## config.mk

```make
export PLATFORM = sky130hd
export DESIGN_NAME = tape_transport_sequence_interlock
export DESIGN_NICKNAME = d
export VERILOG_FILES = /design/src/rtl/tape_seq_pkg.sv /design/src/rtl/tape_transport_sequence_interlock.sv
export VERILOG_INCLUDE_DIRS = /design/src /design/src/rtl
export SDC_FILE = /design/constraint.sdc
export NUM_CORES = 1
export LEC_CHECK = 0
export BUFFER_PORTS_ARGS = -buffer_cell sky130_fd_sc_hd__buf_2
export CORE_MARGIN = 3
export CORE_UTILIZATION = 40
export CTS_BUF_LIST = sky130_fd_sc_hd__clkbuf_8
export DETAILED_ROUTE_END_ITERATION = 6
export PLACE_DENSITY = 0.6
export REMOVE_ABC_BUFFERS = 1
export SKIP_CTS_REPAIR_TIMING = 1
export SLEW_MARGIN = 20
export SYNTH_ARGS = -nofsm -noshare
export SYNTH_HDL_FRONTEND = slang
export SYNTH_SLANG_ARGS = --single-unit
```

## constraint.sdc

```tcl
create_clock -name mclk -period 7 [get_ports mclk]
set_input_delay 0.7 -clock mclk [delete_from_list [all_inputs] [get_ports mclk]]
set_output_delay 0.7 -clock mclk [all_outputs]
set_load 0.01 [all_outputs]
```

## src/rtl/tape_seq_defines.svh

```systemverilog
`ifndef TAPE_SEQ_DEFINES_SVH
`define TAPE_SEQ_DEFINES_SVH
// Overview of operation
// - interface commands become transport commands only while all interlocks hold
// - with interlocks met, at most one of run normal, run fast, reverse is driven
// - file protect, load point and end of tape inputs are conditioned, gated, shared
// - broken tape or vacuum loss stops reels, flags broken, disables all servos
// - rewind button action depends on tape being before or at load point
// - after tension, run forward normal until load point, then stop
// - no load point within six seconds of load press starts a search rewind
// - end of tape never aborts a write; it is reported to the interface
// - unload needs offline and load point; rewind press then sets unload
// - unload ends when the broken tape signal goes true
// - power button is ignored throughout unload
// - power off steps: vacuum off, sensor disable, servo disable, power removed
// - select plus online opens the interface gates for commands and status
// - write permit needs write request, loaded, write ring, forward normal motion
// - write permit drives write and erase heads and write lamp
// - selected online is online and select; with write permit enables amplifiers
// - read is selected when loaded, not rewinding and no write permit
// - test panel works only offline after test stop then test mode presses
// - test mode writes timed all ones pattern and drives test lamps
// - cycle test alternates forward and reverse until stopped
// - local rewind button is disabled while online

`define CLK_FREQ_HZ       100000000
`define LOAD_TIMEOUT_MS   6000
`define LOAD_TIMEOUT_CYC  (`LOAD_TIMEOUT_MS * (`CLK_FREQ_HZ / 1000))
`define PWROFF_STEP_US    10
`define PWROFF_STEP_CYC   (`PWROFF_STEP_US * (`CLK_FREQ_HZ / 1000000))

`define REG_CTRL          8'h00
`define REG_CYCLE         8'h04
`define REG_STATUS        8'h08
`define CTRL_HIGH_DENS    0
`define CTRL_RST          1'h0
`define CYCLE_RST         32'h0100_0000
`define TEST_PATTERN      9'h1FF
`endif

```

## src/rtl/tape_seq_pkg.sv

```systemverilog
package tape_seq_pkg;
	// gray codes along off, powered, tension, load, ready, rewind, unload, power down
	typedef enum logic [2:0] {
		ST_OFF     = 3'h0,
		ST_POWERED = 3'h1,
		ST_TENSION = 3'h3,
		ST_LOAD    = 3'h2,
		ST_READY   = 3'h6,
		ST_REWIND  = 3'h7,
		ST_UNLOAD  = 3'h5,
		ST_PWRDN   = 3'h4
	} state_type;

	typedef enum logic [1:0] {
		MOT_STOP    = 2'h0,
		MOT_NORMAL  = 2'h1,
		MOT_FAST    = 2'h3,
		MOT_REVERSE = 2'h2
	} motion_type;
endpackage : tape_seq_pkg

```

## src/rtl/tape_transport_sequence_interlock.sv

```systemverilog
`include "tape_seq_defines.svh"

module tape_transport_sequence_interlock
	import tape_seq_pkg::*;
#(
	parameter int unsigned LOAD_TIMEOUT_CYC = `LOAD_TIMEOUT_CYC,
	parameter int unsigned PWROFF_STEP_CYC  = `PWROFF_STEP_CYC
) (
	input  wire logic        mclk,
	input  wire logic        rst_b,
	// apb slave
	input  wire logic        psel,
	input  wire logic        penable,
	input  wire logic        pwrite,
	input  wire logic [7:0]  paddr,
	input  wire logic [31:0] pwdata,
	output logic      [31:0] prdata,
	output logic             pready,
	output logic             pslverr,
	// controller interface
	input  wire logic        unit_select,
	input  wire logic        if_go,
	input  wire logic        if_reverse,
	input  wire logic        if_fast,
	input  wire logic        if_rewind,
	input  wire logic        if_offline,
	input  wire logic        if_set_write,
	output logic             tape_end_flag,
	output logic             at_load_point,
	output logic             file_protect,
	output logic             online,
	output logic             rewinding,
	// front panel and test panel buttons, high while pressed
	input  wire logic        pb_power,
	input  wire logic        pb_load,
	input  wire logic        pb_online,
	input  wire logic        pb_rewind,
	input  wire logic        tp_stop,
	input  wire logic        tp_mode,
	input  wire logic        tp_fwd,
	input  wire logic        tp_rev,
	input  wire logic        tp_fast,
	input  wire logic        tp_cycle,
	input  wire logic        tp_write_test,
	// tape sensors
	input  wire logic        sns_write_ring,
	input  wire logic        sns_load_point,
	input  wire logic        sns_end_of_tape,
	input  wire logic        sns_broken,
	input  wire logic        vacuum_ok,
	input  wire logic        skew_excess,
	// transport commands and relays
	output logic             run_normal_line,
	output logic             run_fast_line,
	output logic             reverse_dir_line,
	output logic             tape_broken,
	output logic             unload,
	output logic             main_power_relay,
	output logic             reel_motor_relay,
	output logic             vacuum_on,
	output logic             sensor_disable,
	output logic             servo_disable,
	// data section and lamps
	output logic             write_permit,
	output logic             write_drivers_on,
	output logic             selected_and_online,
	output logic             write_amp_enable,
	output logic             read_select,
	output logic             read_amp_enable,
	output logic             test_active,
	output logic             write_test_on,
	output logic      [8:0]  test_pattern,
	output logic             lamp_write,
	output logic             lamp_read,
	output logic             lamp_load,
	output logic             lamp_skew,
	output logic             lamp_high_dens,
	output logic             lamp_eot,
	output logic             lamp_load_point
);

	if (LOAD_TIMEOUT_CYC < 2 || PWROFF_STEP_CYC < 1) begin : g_bad_param
		$error("timing parameters too small");
	end

	state_type   state_r;
	motion_type  motion_r;
	motion_type  motion_nxt;
	motion_type  test_mot_r;
	logic [10:0] btn;
	logic [10:0] btn_r;
	logic [10:0] pr;
	logic [31:0] load_cnt_r;
	logic [31:0] step_cnt_r;
	logic [1:0]  pd_step_r;
	logic [31:0] cyc_cnt_r;
	logic [31:0] cycle_len_r;
	logic        ctrl_dens_r;
	logic        lp_r;
	logic        eot_r;
	logic        ring_r;
	logic        online_r;
	logic        broken_r;
	logic        test_arm_r;
	logic        test_r;
	logic        cycling_r;
	logic        wtest_r;
	logic        wperm_r;
	logic        fault;
	logic        sel_on;
	logic        accept;
	logic        loaded;
	logic        load_to;
	logic        apb_wr;
	logic        apb_hit;

	// button press detection; inputs are already synchronous
	assign btn = {tp_write_test, tp_cycle, tp_fast, tp_rev, tp_fwd, tp_mode, tp_stop,
	              pb_rewind, pb_online, pb_load, pb_power};
	assign pr  = btn & ~btn_r;

	always_ff @(posedge mclk) begin
		if (!rst_b) begin
			btn_r <= '0;
		end else begin
			btn_r <= btn;
		end
	end

	// sensor conditioning, blanked while sensors are disabled
	always_ff @(posedge mclk) begin
		if (!rst_b) begin
			lp_r   <= 1'b0;
			eot_r  <= 1'b0;
			ring_r <= 1'b0;
		end else begin
			lp_r   <= sns_load_point & ~sensor_disable;
			eot_r  <= sns_end_of_tape & ~sensor_disable;
			ring_r <= sns_write_ring & ~sensor_disable;
		end
	end

	assign loaded  = (state_r == ST_READY) || (state_r == ST_REWIND);
	assign fault   = sns_broken | ~vacuum_ok;
	assign sel_on  = online_r & unit_select;
	assign accept  = sel_on & (state_r == ST_READY) & ~broken_r;
	assign load_to = (load_cnt_r >= LOAD_TIMEOUT_CYC - 1);

	// main sequencer
	always_ff @(posedge mclk) begin
		if (!rst_b) begin
			state_r <= ST_OFF;
		end else begin
			unique case (state_r)
				ST_OFF: begin
					if (pr[0]) state_r <= ST_POWERED;
				end
				ST_POWERED: begin
					if (pr[0]) state_r <= ST_PWRDN;
					else if (pr[1]) state_r <= ST_TENSION;
				end
				ST_TENSION: begin
					if (pr[0]) state_r <= ST_PWRDN;
					else if (vacuum_ok) state_r <= ST_LOAD;
				end
				ST_LOAD: begin
					if (fault) state_r <= ST_POWERED;
					else if (pr[0]) state_r <= ST_PWRDN;
					else if (lp_r) state_r <= ST_READY;
					else if (load_to) state_r <= ST_REWIND;
				end
				ST_READY: begin
					if (fault) state_r <= ST_POWERED;
					else if (pr[0]) state_r <= ST_PWRDN;
					else if (accept && if_rewind && !lp_r) state_r <= ST_REWIND;
					else if (pr[3] && !online_r) begin
						state_r <= lp_r ? ST_UNLOAD : ST_REWIND;
					end
				end
				ST_REWIND: begin
					if (fault) state_r <= ST_POWERED;
					else if (pr[0]) state_r <= ST_PWRDN;
					else if (lp_r) state_r <= ST_READY;
				end
				ST_UNLOAD: begin
					// power button has no path out of here
					if (sns_broken) state_r <= ST_POWERED;
				end
				ST_PWRDN: begin
					if (pd_step_r == 2'h3 && step_cnt_r >= PWROFF_STEP_CYC - 1) begin
						state_r <= ST_OFF;
					end
				end
			endcase
		end
	end

	// load timeout, armed by the load press and cleared by load point
	always_ff @(posedge mclk) begin
		if (!rst_b) begin
			load_cnt_r <= '0;
		end else if (pr[1] || lp_r || state_r != ST_LOAD) begin
			load_cnt_r <= '0;
		end else if (!load_to) begin
			load_cnt_r <= load_cnt_r + 32'h1;
		end
	end

	// power down step timer
	always_ff @(posedge mclk) begin
		if (!rst_b) begin
			step_cnt_r <= '0;
			pd_step_r  <= 2'h0;
		end else if (state_r != ST_PWRDN) begin
			step_cnt_r <= '0;
			pd_step_r  <= 2'h0;
		end else if (step_cnt_r >= PWROFF_STEP_CYC - 1) begin
			step_cnt_r <= '0;
			pd_step_r  <= pd_step_r + 2'h1;
		end else begin
			step_cnt_r <= step_cnt_r + 32'h1;
		end
	end

	// broken flag: set wins over the clear from a new load press
	always_ff @(posedge mclk) begin
		if (!rst_b) begin
			broken_r <= 1'b0;
		end else if (fault && state_r inside {ST_LOAD, ST_READY, ST_REWIND, ST_UNLOAD}) begin
			broken_r <= 1'b1;
		end else if (pr[1]) begin
			broken_r <= 1'b0;
		end
	end

	// online: panel toggle, interface offline clears
	always_ff @(posedge mclk) begin
		if (!rst_b) begin
			online_r <= 1'b0;
		end else if (!loaded || (accept && if_offline)) begin
			online_r <= 1'b0;
		end else if (pr[2] && state_r == ST_READY) begin
			online_r <= ~online_r;
		end
	end

	// test panel arming; stop then mode, only while offline
	always_ff @(posedge mclk) begin
		if (!rst_b) begin
			test_arm_r <= 1'b0;
			test_r     <= 1'b0;
		end else if (online_r || state_r != ST_READY) begin
			test_arm_r <= 1'b0;
			test_r     <= 1'b0;
		end else begin
			if (pr[4]) test_arm_r <= 1'b1;
			if (pr[5] && test_arm_r) test_r <= 1'b1;
		end
	end

	// test motion and cycling; half period comes from software
	always_ff @(posedge mclk) begin
		if (!rst_b) begin
			test_mot_r <= MOT_STOP;
			cycling_r  <= 1'b0;
			cyc_cnt_r  <= '0;
			wtest_r    <= 1'b0;
		end else if (!test_r) begin
			test_mot_r <= MOT_STOP;
			cycling_r  <= 1'b0;
			cyc_cnt_r  <= '0;
			wtest_r    <= 1'b0;
		end else if (pr[4]) begin
			test_mot_r <= MOT_STOP;
			cycling_r  <= 1'b0;
			wtest_r    <= 1'b0;
		end else if (pr[9]) begin
			test_mot_r <= MOT_NORMAL;
			cycling_r  <= 1'b1;
			cyc_cnt_r  <= '0;
		end else if (cycling_r) begin
			if (cyc_cnt_r >= cycle_len_r) begin
				cyc_cnt_r  <= '0;
				test_mot_r <= (test_mot_r == MOT_NORMAL) ? MOT_REVERSE : MOT_NORMAL;
			end else begin
				cyc_cnt_r <= cyc_cnt_r + 32'h1;
			end
		end else begin
			if (pr[6]) test_mot_r <= MOT_NORMAL;
			if (pr[7]) test_mot_r <= MOT_REVERSE;
			if (pr[8]) test_mot_r <= MOT_FAST;
			if (pr[10]) begin
				wtest_r    <= ~wtest_r;
				test_mot_r <= MOT_NORMAL;
			end
		end
	end

	// motion decode; fast outranks reverse so only one line rises
	always_comb begin
		motion_nxt = MOT_STOP;
		unique case (state_r)
			ST_LOAD:   motion_nxt = MOT_NORMAL;
			ST_REWIND: motion_nxt = MOT_REVERSE;
			ST_UNLOAD: motion_nxt = MOT_REVERSE;
			ST_READY: begin
				if (accept && if_go) begin
					if (if_fast) motion_nxt = MOT_FAST;
					else if (if_reverse) motion_nxt = MOT_REVERSE;
					else motion_nxt = MOT_NORMAL;
				end else if (test_r) begin
					motion_nxt = test_mot_r;
				end
			end
			default: motion_nxt = MOT_STOP;
		endcase
		if (fault && state_r != ST_UNLOAD) motion_nxt = MOT_STOP;
	end

	always_ff @(posedge mclk) begin
		if (!rst_b) begin
			motion_r         <= MOT_STOP;
			run_normal_line  <= 1'b0;
			run_fast_line    <= 1'b0;
			reverse_dir_line <= 1'b0;
		end else begin
			motion_r         <= motion_nxt;
			run_normal_line  <= (motion_nxt == MOT_NORMAL);
			run_fast_line    <= (motion_nxt == MOT_FAST);
			reverse_dir_line <= (motion_nxt == MOT_REVERSE);
		end
	end

	// write permit; end of tape deliberately plays no part
	always_ff @(posedge mclk) begin
		if (!rst_b) begin
			wperm_r <= 1'b0;
		end else begin
			wperm_r <= ((accept & if_set_write) | (test_r & wtest_r)) & ring_r
			           & (state_r == ST_READY) & (motion_nxt == MOT_NORMAL);
		end
	end

	// relay and servo sequencing
	always_ff @(posedge mclk) begin
		if (!rst_b) begin
			main_power_relay <= 1'b0;
			reel_motor_relay <= 1'b0;
			vacuum_on        <= 1'b0;
			sensor_disable   <= 1'b1;
			servo_disable    <= 1'b1;
			unload           <= 1'b0;
			tape_broken      <= 1'b0;
		end else begin
			main_power_relay <= (state_r != ST_OFF) &&
			                    !(state_r == ST_PWRDN && pd_step_r == 2'h3);
			reel_motor_relay <= !(state_r inside {ST_OFF, ST_POWERED}) && !fault;
			vacuum_on        <= state_r inside {ST_TENSION, ST_LOAD, ST_READY,
			                                    ST_REWIND, ST_UNLOAD};
			sensor_disable   <= state_r inside {ST_OFF, ST_POWERED} ||
			                    (state_r == ST_PWRDN && pd_step_r >= 2'h1);
			servo_disable    <= state_r inside {ST_OFF, ST_POWERED} || fault ||
			                    (state_r == ST_PWRDN && pd_step_r >= 2'h2);
			unload           <= (state_r == ST_UNLOAD);
			tape_broken      <= broken_r | (fault & loaded);
		end
	end

	// status back to the controller; all but online pass only through open gates
	always_ff @(posedge mclk) begin
		if (!rst_b) begin
			tape_end_flag       <= 1'b0;
			at_load_point       <= 1'b0;
			file_protect        <= 1'b0;
			online              <= 1'b0;
			rewinding           <= 1'b0;
			selected_and_online <= 1'b0;
		end else begin
			tape_end_flag       <= sel_on & eot_r;
			at_load_point       <= sel_on & lp_r;
			file_protect        <= sel_on & ~ring_r;
			online              <= online_r;
			rewinding           <= sel_on & (state_r == ST_REWIND);
			selected_and_online <= sel_on;
		end
	end

	// data section enables and lamps
	always_ff @(posedge mclk) begin
		if (!rst_b) begin
			write_permit     <= 1'b0;
			write_drivers_on <= 1'b0;
			write_amp_enable <= 1'b0;
			read_select      <= 1'b0;
			read_amp_enable  <= 1'b0;
			lamp_write       <= 1'b0;
			lamp_read        <= 1'b0;
		end else begin
			write_permit     <= wperm_r;
			write_drivers_on <= wperm_r;
			lamp_write       <= wperm_r;
			write_amp_enable <= wperm_r & (sel_on | test_r);
			read_select      <= loaded & (state_r != ST_REWIND) & ~wperm_r;
			lamp_read        <= loaded & (state_r != ST_REWIND) & ~wperm_r;
			read_amp_enable  <= loaded & (state_r != ST_REWIND) & ~wperm_r
			                    & (sel_on | test_r);
		end
	end

	// test panel outputs; pattern is all ones while the write test runs with write permit
	always_ff @(posedge mclk) begin
		if (!rst_b) begin
			test_active     <= 1'b0;
			write_test_on   <= 1'b0;
			test_pattern    <= 9'h000;
			lamp_skew       <= 1'b0;
			lamp_high_dens  <= 1'b0;
			lamp_eot        <= 1'b0;
			lamp_load_point <= 1'b0;
			lamp_load       <= 1'b0;
		end else begin
			test_active     <= test_r;
			write_test_on   <= test_r & wtest_r;
			test_pattern    <= (test_r & wtest_r & wperm_r) ? `TEST_PATTERN : 9'h000;
			lamp_skew       <= test_r & skew_excess;
			lamp_high_dens  <= test_r & ctrl_dens_r;
			lamp_eot        <= test_r & eot_r;
			lamp_load_point <= test_r & lp_r;
			lamp_load       <= !(state_r inside {ST_OFF, ST_POWERED, ST_PWRDN});
		end
	end

	// apb: zero wait states, read data caught in the setup cycle
	assign apb_hit = (paddr == `REG_CTRL) || (paddr == `REG_CYCLE) || (paddr == `REG_STATUS);
	assign apb_wr  = psel & penable & pwrite & apb_hit;
	assign pready  = 1'b1;
	assign pslverr = psel & penable & ~apb_hit;

	always_ff @(posedge mclk) begin
		if (!rst_b) begin
			ctrl_dens_r <= `CTRL_RST;
			cycle_len_r <= `CYCLE_RST;
		end else if (apb_wr) begin
			if (paddr == `REG_CTRL) ctrl_dens_r <= pwdata[`CTRL_HIGH_DENS];
			if (paddr == `REG_CYCLE) cycle_len_r <= pwdata;
		end
	end

	always_ff @(posedge mclk) begin
		if (!rst_b) begin
			prdata <= 32'h0000_0000;
		end else if (psel && !penable) begin
			unique case (paddr)
				`REG_CTRL:   prdata <= {31'h0, ctrl_dens_r};
				`REG_CYCLE:  prdata <= cycle_len_r;
				`REG_STATUS: prdata <= {21'h0, eot_r, lp_r, test_r, wperm_r, broken_r,
				                        online_r, motion_r, state_r};
				default:     prdata <= 32'h0000_0000;
			endcase
		end
	end

endmodule : tape_transport_sequence_interlock
```

After elaboration in Yosys (flattened, before gate mapping)
Cells that the tools add are included.
{"block": "totals", "output_inout_bits": 73, "rom_bits": 0, "n_memories": 0, "register_bits": 227, "ramBits": 0, "latch_bits": 0, "wordCells": 238}
{"block": "classes", "shift": 0, "n_addsub": 4, "n_div": 0, "bitwise_logic": 48, "n_lt_le_gt_ge": 5, "mux": 41, "eq_ne": 29, "multipliers": 0, "n_reduce_logical": 61}
{"operator": "$add A32 B1 Y32 const B", "count": 3}
{"operator": "$mux W32", "count": 3}
{"operator": "$pmux W32 S3", "count": 1}
{"operator": "$mux W3", "count": 18}
{"operator": "$ge A32 B10 Y1 const B", "count": 1}
{"operator": "$ge A32 B30 Y1 const B", "count": 1}
{"operator": "$ge A32 B32 Y1", "count": 1}
{"operator": "$and A1 B1 Y1", "count": 29}
{"operator": "$mux W2", "count": 13}
{"operator": "$pmux W3 S8", "count": 1}
{"operator": "$ne A3 B3 Y1 const B", "count": 6}
{"operator": "$logic_and A1 B1 Y1", "count": 16}
{"operator": "$not A1 Y1", "count": 13}
{"operator": "$eq A3 B3 Y1 const B", "count": 4}
{"operator": "$reduce_and A2 Y1", "count": 6}
{"operator": "$and A11 B11 Y11", "count": 1}
{"operator": "$not A11 Y11", "count": 1}
{"operator": "$logic_or A1 B1 Y1", "count": 10}
{"operator": "$reduce_bool A5 Y1", "count": 2}
{"operator": "$reduce_or A2 Y1", "count": 5}
{"operator": "$mux W9", "count": 1}
{"operator": "$eq A8 B3 Y1 const B", "count": 1}
{"operator": "$eq A8 B4 Y1 const B", "count": 1}
{"operator": "$logic_not A1 Y1", "count": 8}
{"operator": "other kinds (26)", "count": 42}

Longest topological paths before layout
Gate-level depths: netlist of the first run.
{"block": "depth", "word_depth": 9, "depth_mapped": 10}

Least setup slack after synthesis of the first run
Ideal clock, no wire load.
{"block": "synth_path", "kind": "register -> register", "startpoint": "register cyc_cnt_r[0]", "endpoint": "register cyc_cnt_r[16]", "setup_time_ns": 0.074, "path_slack_ns": 4.667, "period_less_slack_ns": 2.333, "stages_incl_launch_ff": 11, "t_arrival_ns": 2.259, "path_cell_list": "dfxtp_1 > inv_1 > ha_1 > nand2b_1 > a2111oi_2 > o211ai_1 > a21o_1 > a211oi_4 > buf_6 > nand3_1 > a31oi_1"}
{"block": "synth_between", "elab_chain_cells": 4, "word_cells_on_any_way": 5}
{"element": "start, declared", "line_no": "tape_transport_sequence_interlock.sv:96", "source": "logic [31:0] cyc_cnt_r;"}
{"element": "start signal, assigned", "line_no": "tape_transport_sequence_interlock.sv:286", "source": "cyc_cnt_r <= cyc_cnt_r + 32'h1;"}
{"element": "$add A32 B1 Y32 or $ge A32 B32 Y1 (tied branches)", "line_no": "tape_transport_sequence_interlock.sv:286, tape_transport_sequence_interlock.sv:282"}
{"element": "$mux W32 (*)", "line_no": "tape_transport_sequence_interlock.sv:282", "source": "if (cyc_cnt_r >= cycle_len_r) begin"}
{"element": "$mux W32 (*)", "line_no": "tape_transport_sequence_interlock.sv:281", "source": "end else if (cycling_r) begin"}
{"element": "$mux W32 (*)", "line_no": "tape_transport_sequence_interlock.sv:277", "source": "end else if (pr[9]) begin"}
Mark *: on every way between the ends. The rest lies on a longest branch, timed or not. The select of a mux whose other input is x is not followed.
A chain may end at the register's enable or synchronous reset.

Final worst setup path of the first run
{"block": "layout_path", "startpoint": "register cyc_cnt_r[27]", "endpoint": "register cyc_cnt_r[27]"}
The elaborated chain is that of the path after synthesis.

==> summary.md, run 1 <==
| Metric | Value |
|---|---|
| Syn_area_per_cell | `8.60 um2` |
| CTS tree | `yes` |
| NetSw | `a little under 0.6 mW` |
| GP Congestion | `about 0.82` |
| Initial antenna violation count | `1` |
| Non-filler instance count after layout | `between 1,500 and 2,000` |
| Worst-margin pin slew | `between 1 and 1.5 ns` |
| Worst-Skew Late Latency | `0.53 ns` |
| Avg WL per Cell | `14.7 um` |
| Synth cell types | `67` |
| Die Wd | `162 um` |
| P&R area growth vs syn | `16.9%` |
| Number of synthesized flops with an enable pin | `0` |
| Core area | `around 24,000 um2` |
| XOR/XNOR Fraction of Synth Area | `0.0324` |
| Hold crit path type | `input port to flop` |
| Total power | `2.49 mW` |
| IO Count | `142` |
| Most frequent CP cell | `nand2_1` |
| Max Clk Rate | `around 330 MHz` |
| Mux share of post-synthesis cell area | `0.0123` |
| Top-area cell type share of the netlist area | `0.450` |
| Slew Limit Fails | `0` |
| HP Start | `sns_write_ring` |
| Net Sw Frac | `0.237` |
| Share of cells above drive strength 1 | `0.171` |
| Worst setup SP type | `flop` |
| RSZ-0062 raised after global routing | `false` |
| Yosys reg bits | `219` |
| DP HPWL | `around 17,000 um` |
| Slowest CP cell | `a211oi_4` |
| Clk network pwr share | `0.451` |
| Synth Area in Compound Gates | `0.148` |
| Row count | `56` |
| Peak supply drop | `0.120 mV` |
| CP max FO | `27` |
| Critical path origin | `cyc_cnt_r[27]` |
| Logic pwr share | `0.037` |
| Fin crit share | `0.437` |
| Met2 Resource Use GR | `0.285` |
| Post-DR vias/cell | `5.00` |
| Mapped Area | `9750 um2` |
| TritonCTS Buffers | `39` |
| Critical path required time | `between 7 and 8 ns` |
| Final setup fails | `0` |
| Slowest stage delay, CP | `0.92 ns` |
| Busiest layer in global routing | `met2` |
| GRT met1 Usage | `0.244` |
| Ys flop type | `dfxtp_1` |
| Synth Area in Simple Gates | `0.251` |
| Die area | `about 26,000 um2` |
| Max-Cap Viols | `0` |
| Vias post-DR | `8,115` |
| ANT nets after route | `0` |
| Final Skew | `0.0157 ns` |
| Ant. Diodes | `0` |
| CP top delay family | `compound AO/OA/AOI/OAI gates` |
| Vert. Die Dim | `162 um` |
| First-pass GRT wire length | `39,400 um` |
| Pin count of the biggest net entering global routing | `80` |
| Setup_tns | `0 ns` |
| CTS Buffer Depth | `3` |
| Drt total wl | `23,900 um` |
| Drt first-iter violations | `around 360` |
| Seq/Total Area, Yosys | `0.450` |
| Status | `finished, final reports clean` |
| Number of global-route vias before repair | `7,796` |
| Critical Setup Path Class | `flop to flop` |
| H-tree lvl count | `2` |
| Worst EP arrival | `roughly 3.5 ns` |
| Asr flop ratio synth | `0` |
| Clk sink count | `219` |
| Largest area contributor in the netlist | `dfxtp_1` |
| Syn. warnings | `0` |
| Final min period | `~3 ns` |
| PortBufs | `140` |
| Initial core utilization | `0.412` |
| Seq pwr share | `0.512` |
| Pint | `1.90 mW` |
| Remaining DRCs | `0` |
| Layout Nets | `~1,400` |
| Commonest non-fill, non-tap cells in the layout | `219 x dfxtp_1, 140 x buf_2, 136 x nand2_1` |
| Post-Place Cells | `1,553` |
| Most common cell after layout, fill and taps aside | `dfxtp_1` |
| Most area-consuming cells after synthesis | `dfxtp_1 45%, nand2_1 5.3%, ha_1 4.9%, nor2_1 3.3%, nor2b_1 3.3%` |
| Met3 usage | `0.0513` |
| All-Layer GR Usage | `0.181` |
| Clock slew at reported path FFs | `0.06 ns` |
| Critical Path, Cell by Cell | `ha_1 -> a21oi_1 -> o21ai_0 -> a2111oi_2 -> nand2_1 -> a211oi_4 -> nand2_1 -> o22ai_1` |
| Largest family of logic cells by synthesized area | `simple AND/OR/NAND/NOR gates` |
| Max_slew headroom | `0.273` |
| FF-to-FF Start | `cyc_cnt_r[27]` |
| Buf/Inv on CP | `0` |
| PwrDens | `between 200 and 250 nW/um2` |
| Pre-antenna DRT Iters | `5` |
| Gr ovfl total | `0` |
| CTS root buf | `clkbuf_8` |
| Final hold vios | `0` |
| Lkg Pwr | `between 4 and 5 nW` |
| CP Capture Type | `flop` |
| Cell count after synthesis | `1,133` |
| Post-layout util | `0.481` |
| Post-route setup slack | `a little under 4 ns` |
| Dpl ws | `3.76 ns` |
| Filler cell count | `2,412` |
| Post-synthesis adder-cell area fraction | `0.0488` |
[cell usage after synthesis, types with 2 or more instances]
library cell / number
and3b_1: 2
nor3_1: 35
ha_1: 38
nand2_1: 137
a211oi_1: 4
nor2_1: 86
a21boi_0: 36
a22oi_1: 34
and4_1: 6
or3_1: 5
nor4_1: 11
a2111oi_2: 2
inv_1: 60
nand3b_1: 3
nand2b_1: 11
o211ai_1: 3
dfxtp_1: 219
a21o_1: 7
nand3_2: 2
conb_1: 2
xnor2_1: 20
buf_2: 9
buf_6: 3
nor2b_1: 51
xor2_1: 16
a31oi_1: 13
and3_1: 22
nand4_1: 20
or2_2: 3
nor3b_1: 5
o21a_1: 4
nand3_1: 51
o21ai_1: 6
a311oi_1: 2
and2_1: 29
mux2i_1: 12
buf_4: 13
o21ai_0: 27
a21oi_1: 53
a22o_1: 2
clkbuf_1: 40
o22ai_1: 4
[cells by family after synthesis]
| logic type | Yosys count |
|---|---|
| adder cells (fa/ha/maj) | 38 |
| AND/OR/NAND/NOR | 486 |
| multiplexers | 12 |
| other | 2 |
| AO/OA/AOI/OAI | 214 |
| flip-flops | 219 |
| XOR/XNOR | 36 |
| buffers and inverters | 126 |
[routing by layer]
| metal | wire length, um | part of all wire | up-vias |
|---|---|---|---|
| li1 | - | - | 4156 |
| met1 | 11300 | 0.47 | 3713 |
| met5 | 13 | 0.00054 | - |
| met4 | 408 | 0.017 | 2 |
| met2 | 10600 | 0.44 | 205 |
| met3 | 1540 | 0.064 | 39 |
[state kept, by name (all words and copies together), names as in the netlist, 2 cells and up]
name / cells
cyc_cnt_r: 32
cycle_len_r: 32
load_cnt_r: 32
prdata: 32
step_cnt_r: 32
btn_r: 11
state_r: 3
motion_r: 2
pd_step_r: 2
test_mot_r: 2
[stage by stage]
stage / hold slack, ns / area (um2)
2_1_floorplan: 0.384 / 9490
3_3_place_gp: 0.441 / 10600
3_5_place_dp: 0.446 / 10600
4_1_cts: 0.336 / 11400
5_1_grt: 0.332 / 11400
6_report: 0.379 / 11400
[path summary, 6_finish.rpt]
path | cells after the start | slack (ns) | to
min reg2reg | 1 | 0.45 | file_protect
max | 8 | 3.94 | cyc_cnt_r[27]
max reg2reg | 8 | 3.94 | cyc_cnt_r[27]
min | 2 | 0.38 | ring_r
[power by group through the flow]
stage / clock network [mW] / registers [mW] / logic, mW
finish: 1.12 / 1.28 / 0.0931
floorplan: 0 / 1.30 / 0.0455
global route: 1.23 / 1.28 / 0.103
detailed placement: 0 / 1.30 / 0.0931
CTS: 1.17 / 1.28 / 0.0934
global placement: 0 / 1.30 / 0.0926
[layout make-up]
class                           count  area, um2  area share
Sequential cell                   219       4380       0.385
Multi-Input combinational cell    809       4890       0.430
Tap cell                          319        399      0.0350
Clock buffer                       46        633      0.0556
Clock inverter                     24        110     0.00967
Inverter                           60        225      0.0198
Timing Repair Buffer              146        746      0.0655
Note: power is estimated with default switching activity, not from simulation.
==> run 2, diff against run 1 <==
PLACE_DENSITY = 0.63   (was 0.6)
clock period = 2.55 ns   (was 7 ns; I/O delays follow)
==> run 2 against run 1 <==
Against the previous run: sequential share of layout area fell by 2.4 points; combinational power rose to 3.6 times the previous value; critical path depth rose by 2; clock power rose to 3.1 times the previous value; highest routed layer is now met4.
==> summary.md, run 2 (same netlist as run 1, synthesis figures left out) <==
| Metric | Value |
|---|---|
| Ant. Diodes | `0` |
| Critical Path, Cell by Cell | `ha_1 -> a21o_1 -> a21oi_1 -> o211ai_1 -> a21o_1 -> a211oi_4 -> buf_4 -> buf_12 -> nand3b_1 -> a31oi_1` |
| Post-layout util | `0.513` |
| Die Wd | `162 um` |
| R2R cell count | `10` |
| CP top delay family | `compound AO/OA/AOI/OAI gates` |
| Buf/Inv on CP | `2` |
| H-tree lvl count | `2` |
| Hold depth | `3` |
| Pre-antenna DRT Iters | `5` |
| Hold crit path type | `input port to flop` |
| Non-filler instance count after layout | `~1,700` |
| Final hold vios | `0` |
| Lkg Pwr | `4.76 nW` |
| Commonest non-fill, non-tap cells in the layout | `219 x dfxtp_1, 140 x buf_2, 137 x nand2_1` |
| Gr ovfl total | `0` |
| Drt total wl | `24,500 um` |
| Number of global-route vias before repair | `between 7,000 and 8,000` |
| CTS tree | `yes` |
| Most frequent CP cell | `a21o_1` |
| CTS Buffer Depth | `3` |
| Share of cells above drive strength 1 | `0.188` |
| Worst EP arrival | `2.82 ns` |
| Remaining DRCs | `0` |
| Critical Setup Path Class | `flop to flop` |
| Layout Nets | `1,450` |
| Avg WL per Cell | `between 10 and 15 um` |
| CP Capture Type | `flop` |
| Clock slew at reported path FFs | `0.06 ns` |
| Slew Limit Fails | `0` |
| PwrDens | `597 nW/um2` |
| Drt first-iter violations | `411` |
| Area after DPL | `10,900 um2` |
| Peak supply drop | `around 0.48 mV` |
| Post-Place Cells | `1,582` |
| Final min period | `between 2 and 2.5 ns` |
| Row count | `56` |
| Hold WS | `~0.0025 ns` |
| Final Skew | `0.0200 ns` |
| Initial core utilization | `0.412` |
| Initial antenna violation count | `0` |
| TritonCTS Buffers | `39` |
| Critical path depth | `10` |
| Max-Cap Viols | `0` |
| Total power | `7.25 mW` |
| Status | `finished, final reports clean` |
| Max Clk Rate | `420 MHz` |
| Reg2reg setup slack | `0.17 ns` |
| Die area | `26,300 um2` |
| PortBufs | `140` |
| Max_slew headroom | `0.370` |
| DP HPWL | `approximately 17,000 um` |
| Vert. Die Dim | `roughly 160 um` |
| Slowest stage delay, CP | `0.42 ns` |
| Post-DR vias/cell | `~5.0` |
| All-Layer GR Usage | `0.178` |
| Pin count of the biggest net entering global routing | `61` |
| IO Count | `142` |
| Final setup fails | `0` |
| Slowest CP cell | `dfxtp_1` |
| GP Congestion | `0.830` |
| Fin crit share | `0.933` |
| Final std cell area, no fill | `between 10,000 and 15,000 um2` |
| CP max FO | `13` |
| Worst setup SP type | `flop` |
| P&R area growth vs syn | `24.6%` |
| ANT nets after route | `0` |
| Worst-margin pin slew | `approximately 0.94 ns` |
| Critical path required time | `2.99 ns` |
| Clk sink count | `219` |
| Core area | `23,700 um2` |
| Worst-Skew Late Latency | `0.52 ns` |
| Most common cell after layout, fill and taps aside | `dfxtp_1` |
| Vias post-DR | `8,371` |
| First-pass GRT wire length | `slightly below 40,000 um` |
| CTS root buf | `clkbuf_8` |
run 2: final timing paths:
check,startpoint,to
worst min register to register,load_cnt_r[31],load_cnt_r[31]
worst min-delay path,pwdata[24],cycle_len_r[24]
worst max register to register,cyc_cnt_r[6],cyc_cnt_r[19]
worst max-delay path,cyc_cnt_r[6],cyc_cnt_r[19]
run 2: report_power, final:
| part | switching, mW | internal [mW] |
|---|---|---|
| clock network | 1.42 | 2.01 |
| logic | 0.182 | 0.156 |
| registers | 0.0158 | 3.47 |
| total | 1.62 | 5.63 |
run 2: worst reg2reg max path, stage by stage, from the launching register on:
cell,delay (ns)
dfxtp_1,0.42
ha_1,0.28
a21o_1,0.18
a21oi_1,0.22
o211ai_1,0.15
a21o_1,0.28
a211oi_4,0.24
buf_4,0.17
buf_12,0.13
nand3b_1,0.08
a31oi_1,0.15
run 2: metal layers:
metal / up-vias / track usage / wire [um] / part of all wire
li1: 4297 / - / - / -
met1: 3841 / 0.242 / 11800 / 0.48
met2: 206 / 0.283 / 11000 / 0.45
met3: 27 / 0.0474 / 1350 / 0.055
met4: 0 / 0.0454 / 377 / 0.015
met5: - / 0 / 0 / 0
run 2: area by class of cell:
type	instances	area, um2
Tap cell	319	399
Inverter	60	225
Sequential cell	219	4380
Clock buffer	48	661
Clock inverter	21	175
Multi-Input combinational cell	809	4910
Timing Repair Buffer	214	1390
Fill cell	2281	11500
run 2: stage by stage:
| step | worst slack, ns | TNS, ns |
|---|---|---|
| floorplan | -0.133 | -2.84 |
| global placement | 0.138 | 0 |
| detailed placement | 0.0397 | 0 |
| CTS | 0.0546 | 0 |
| global route | -0.0261 | -0.0542 |
| finish | 0.171 | 0 |
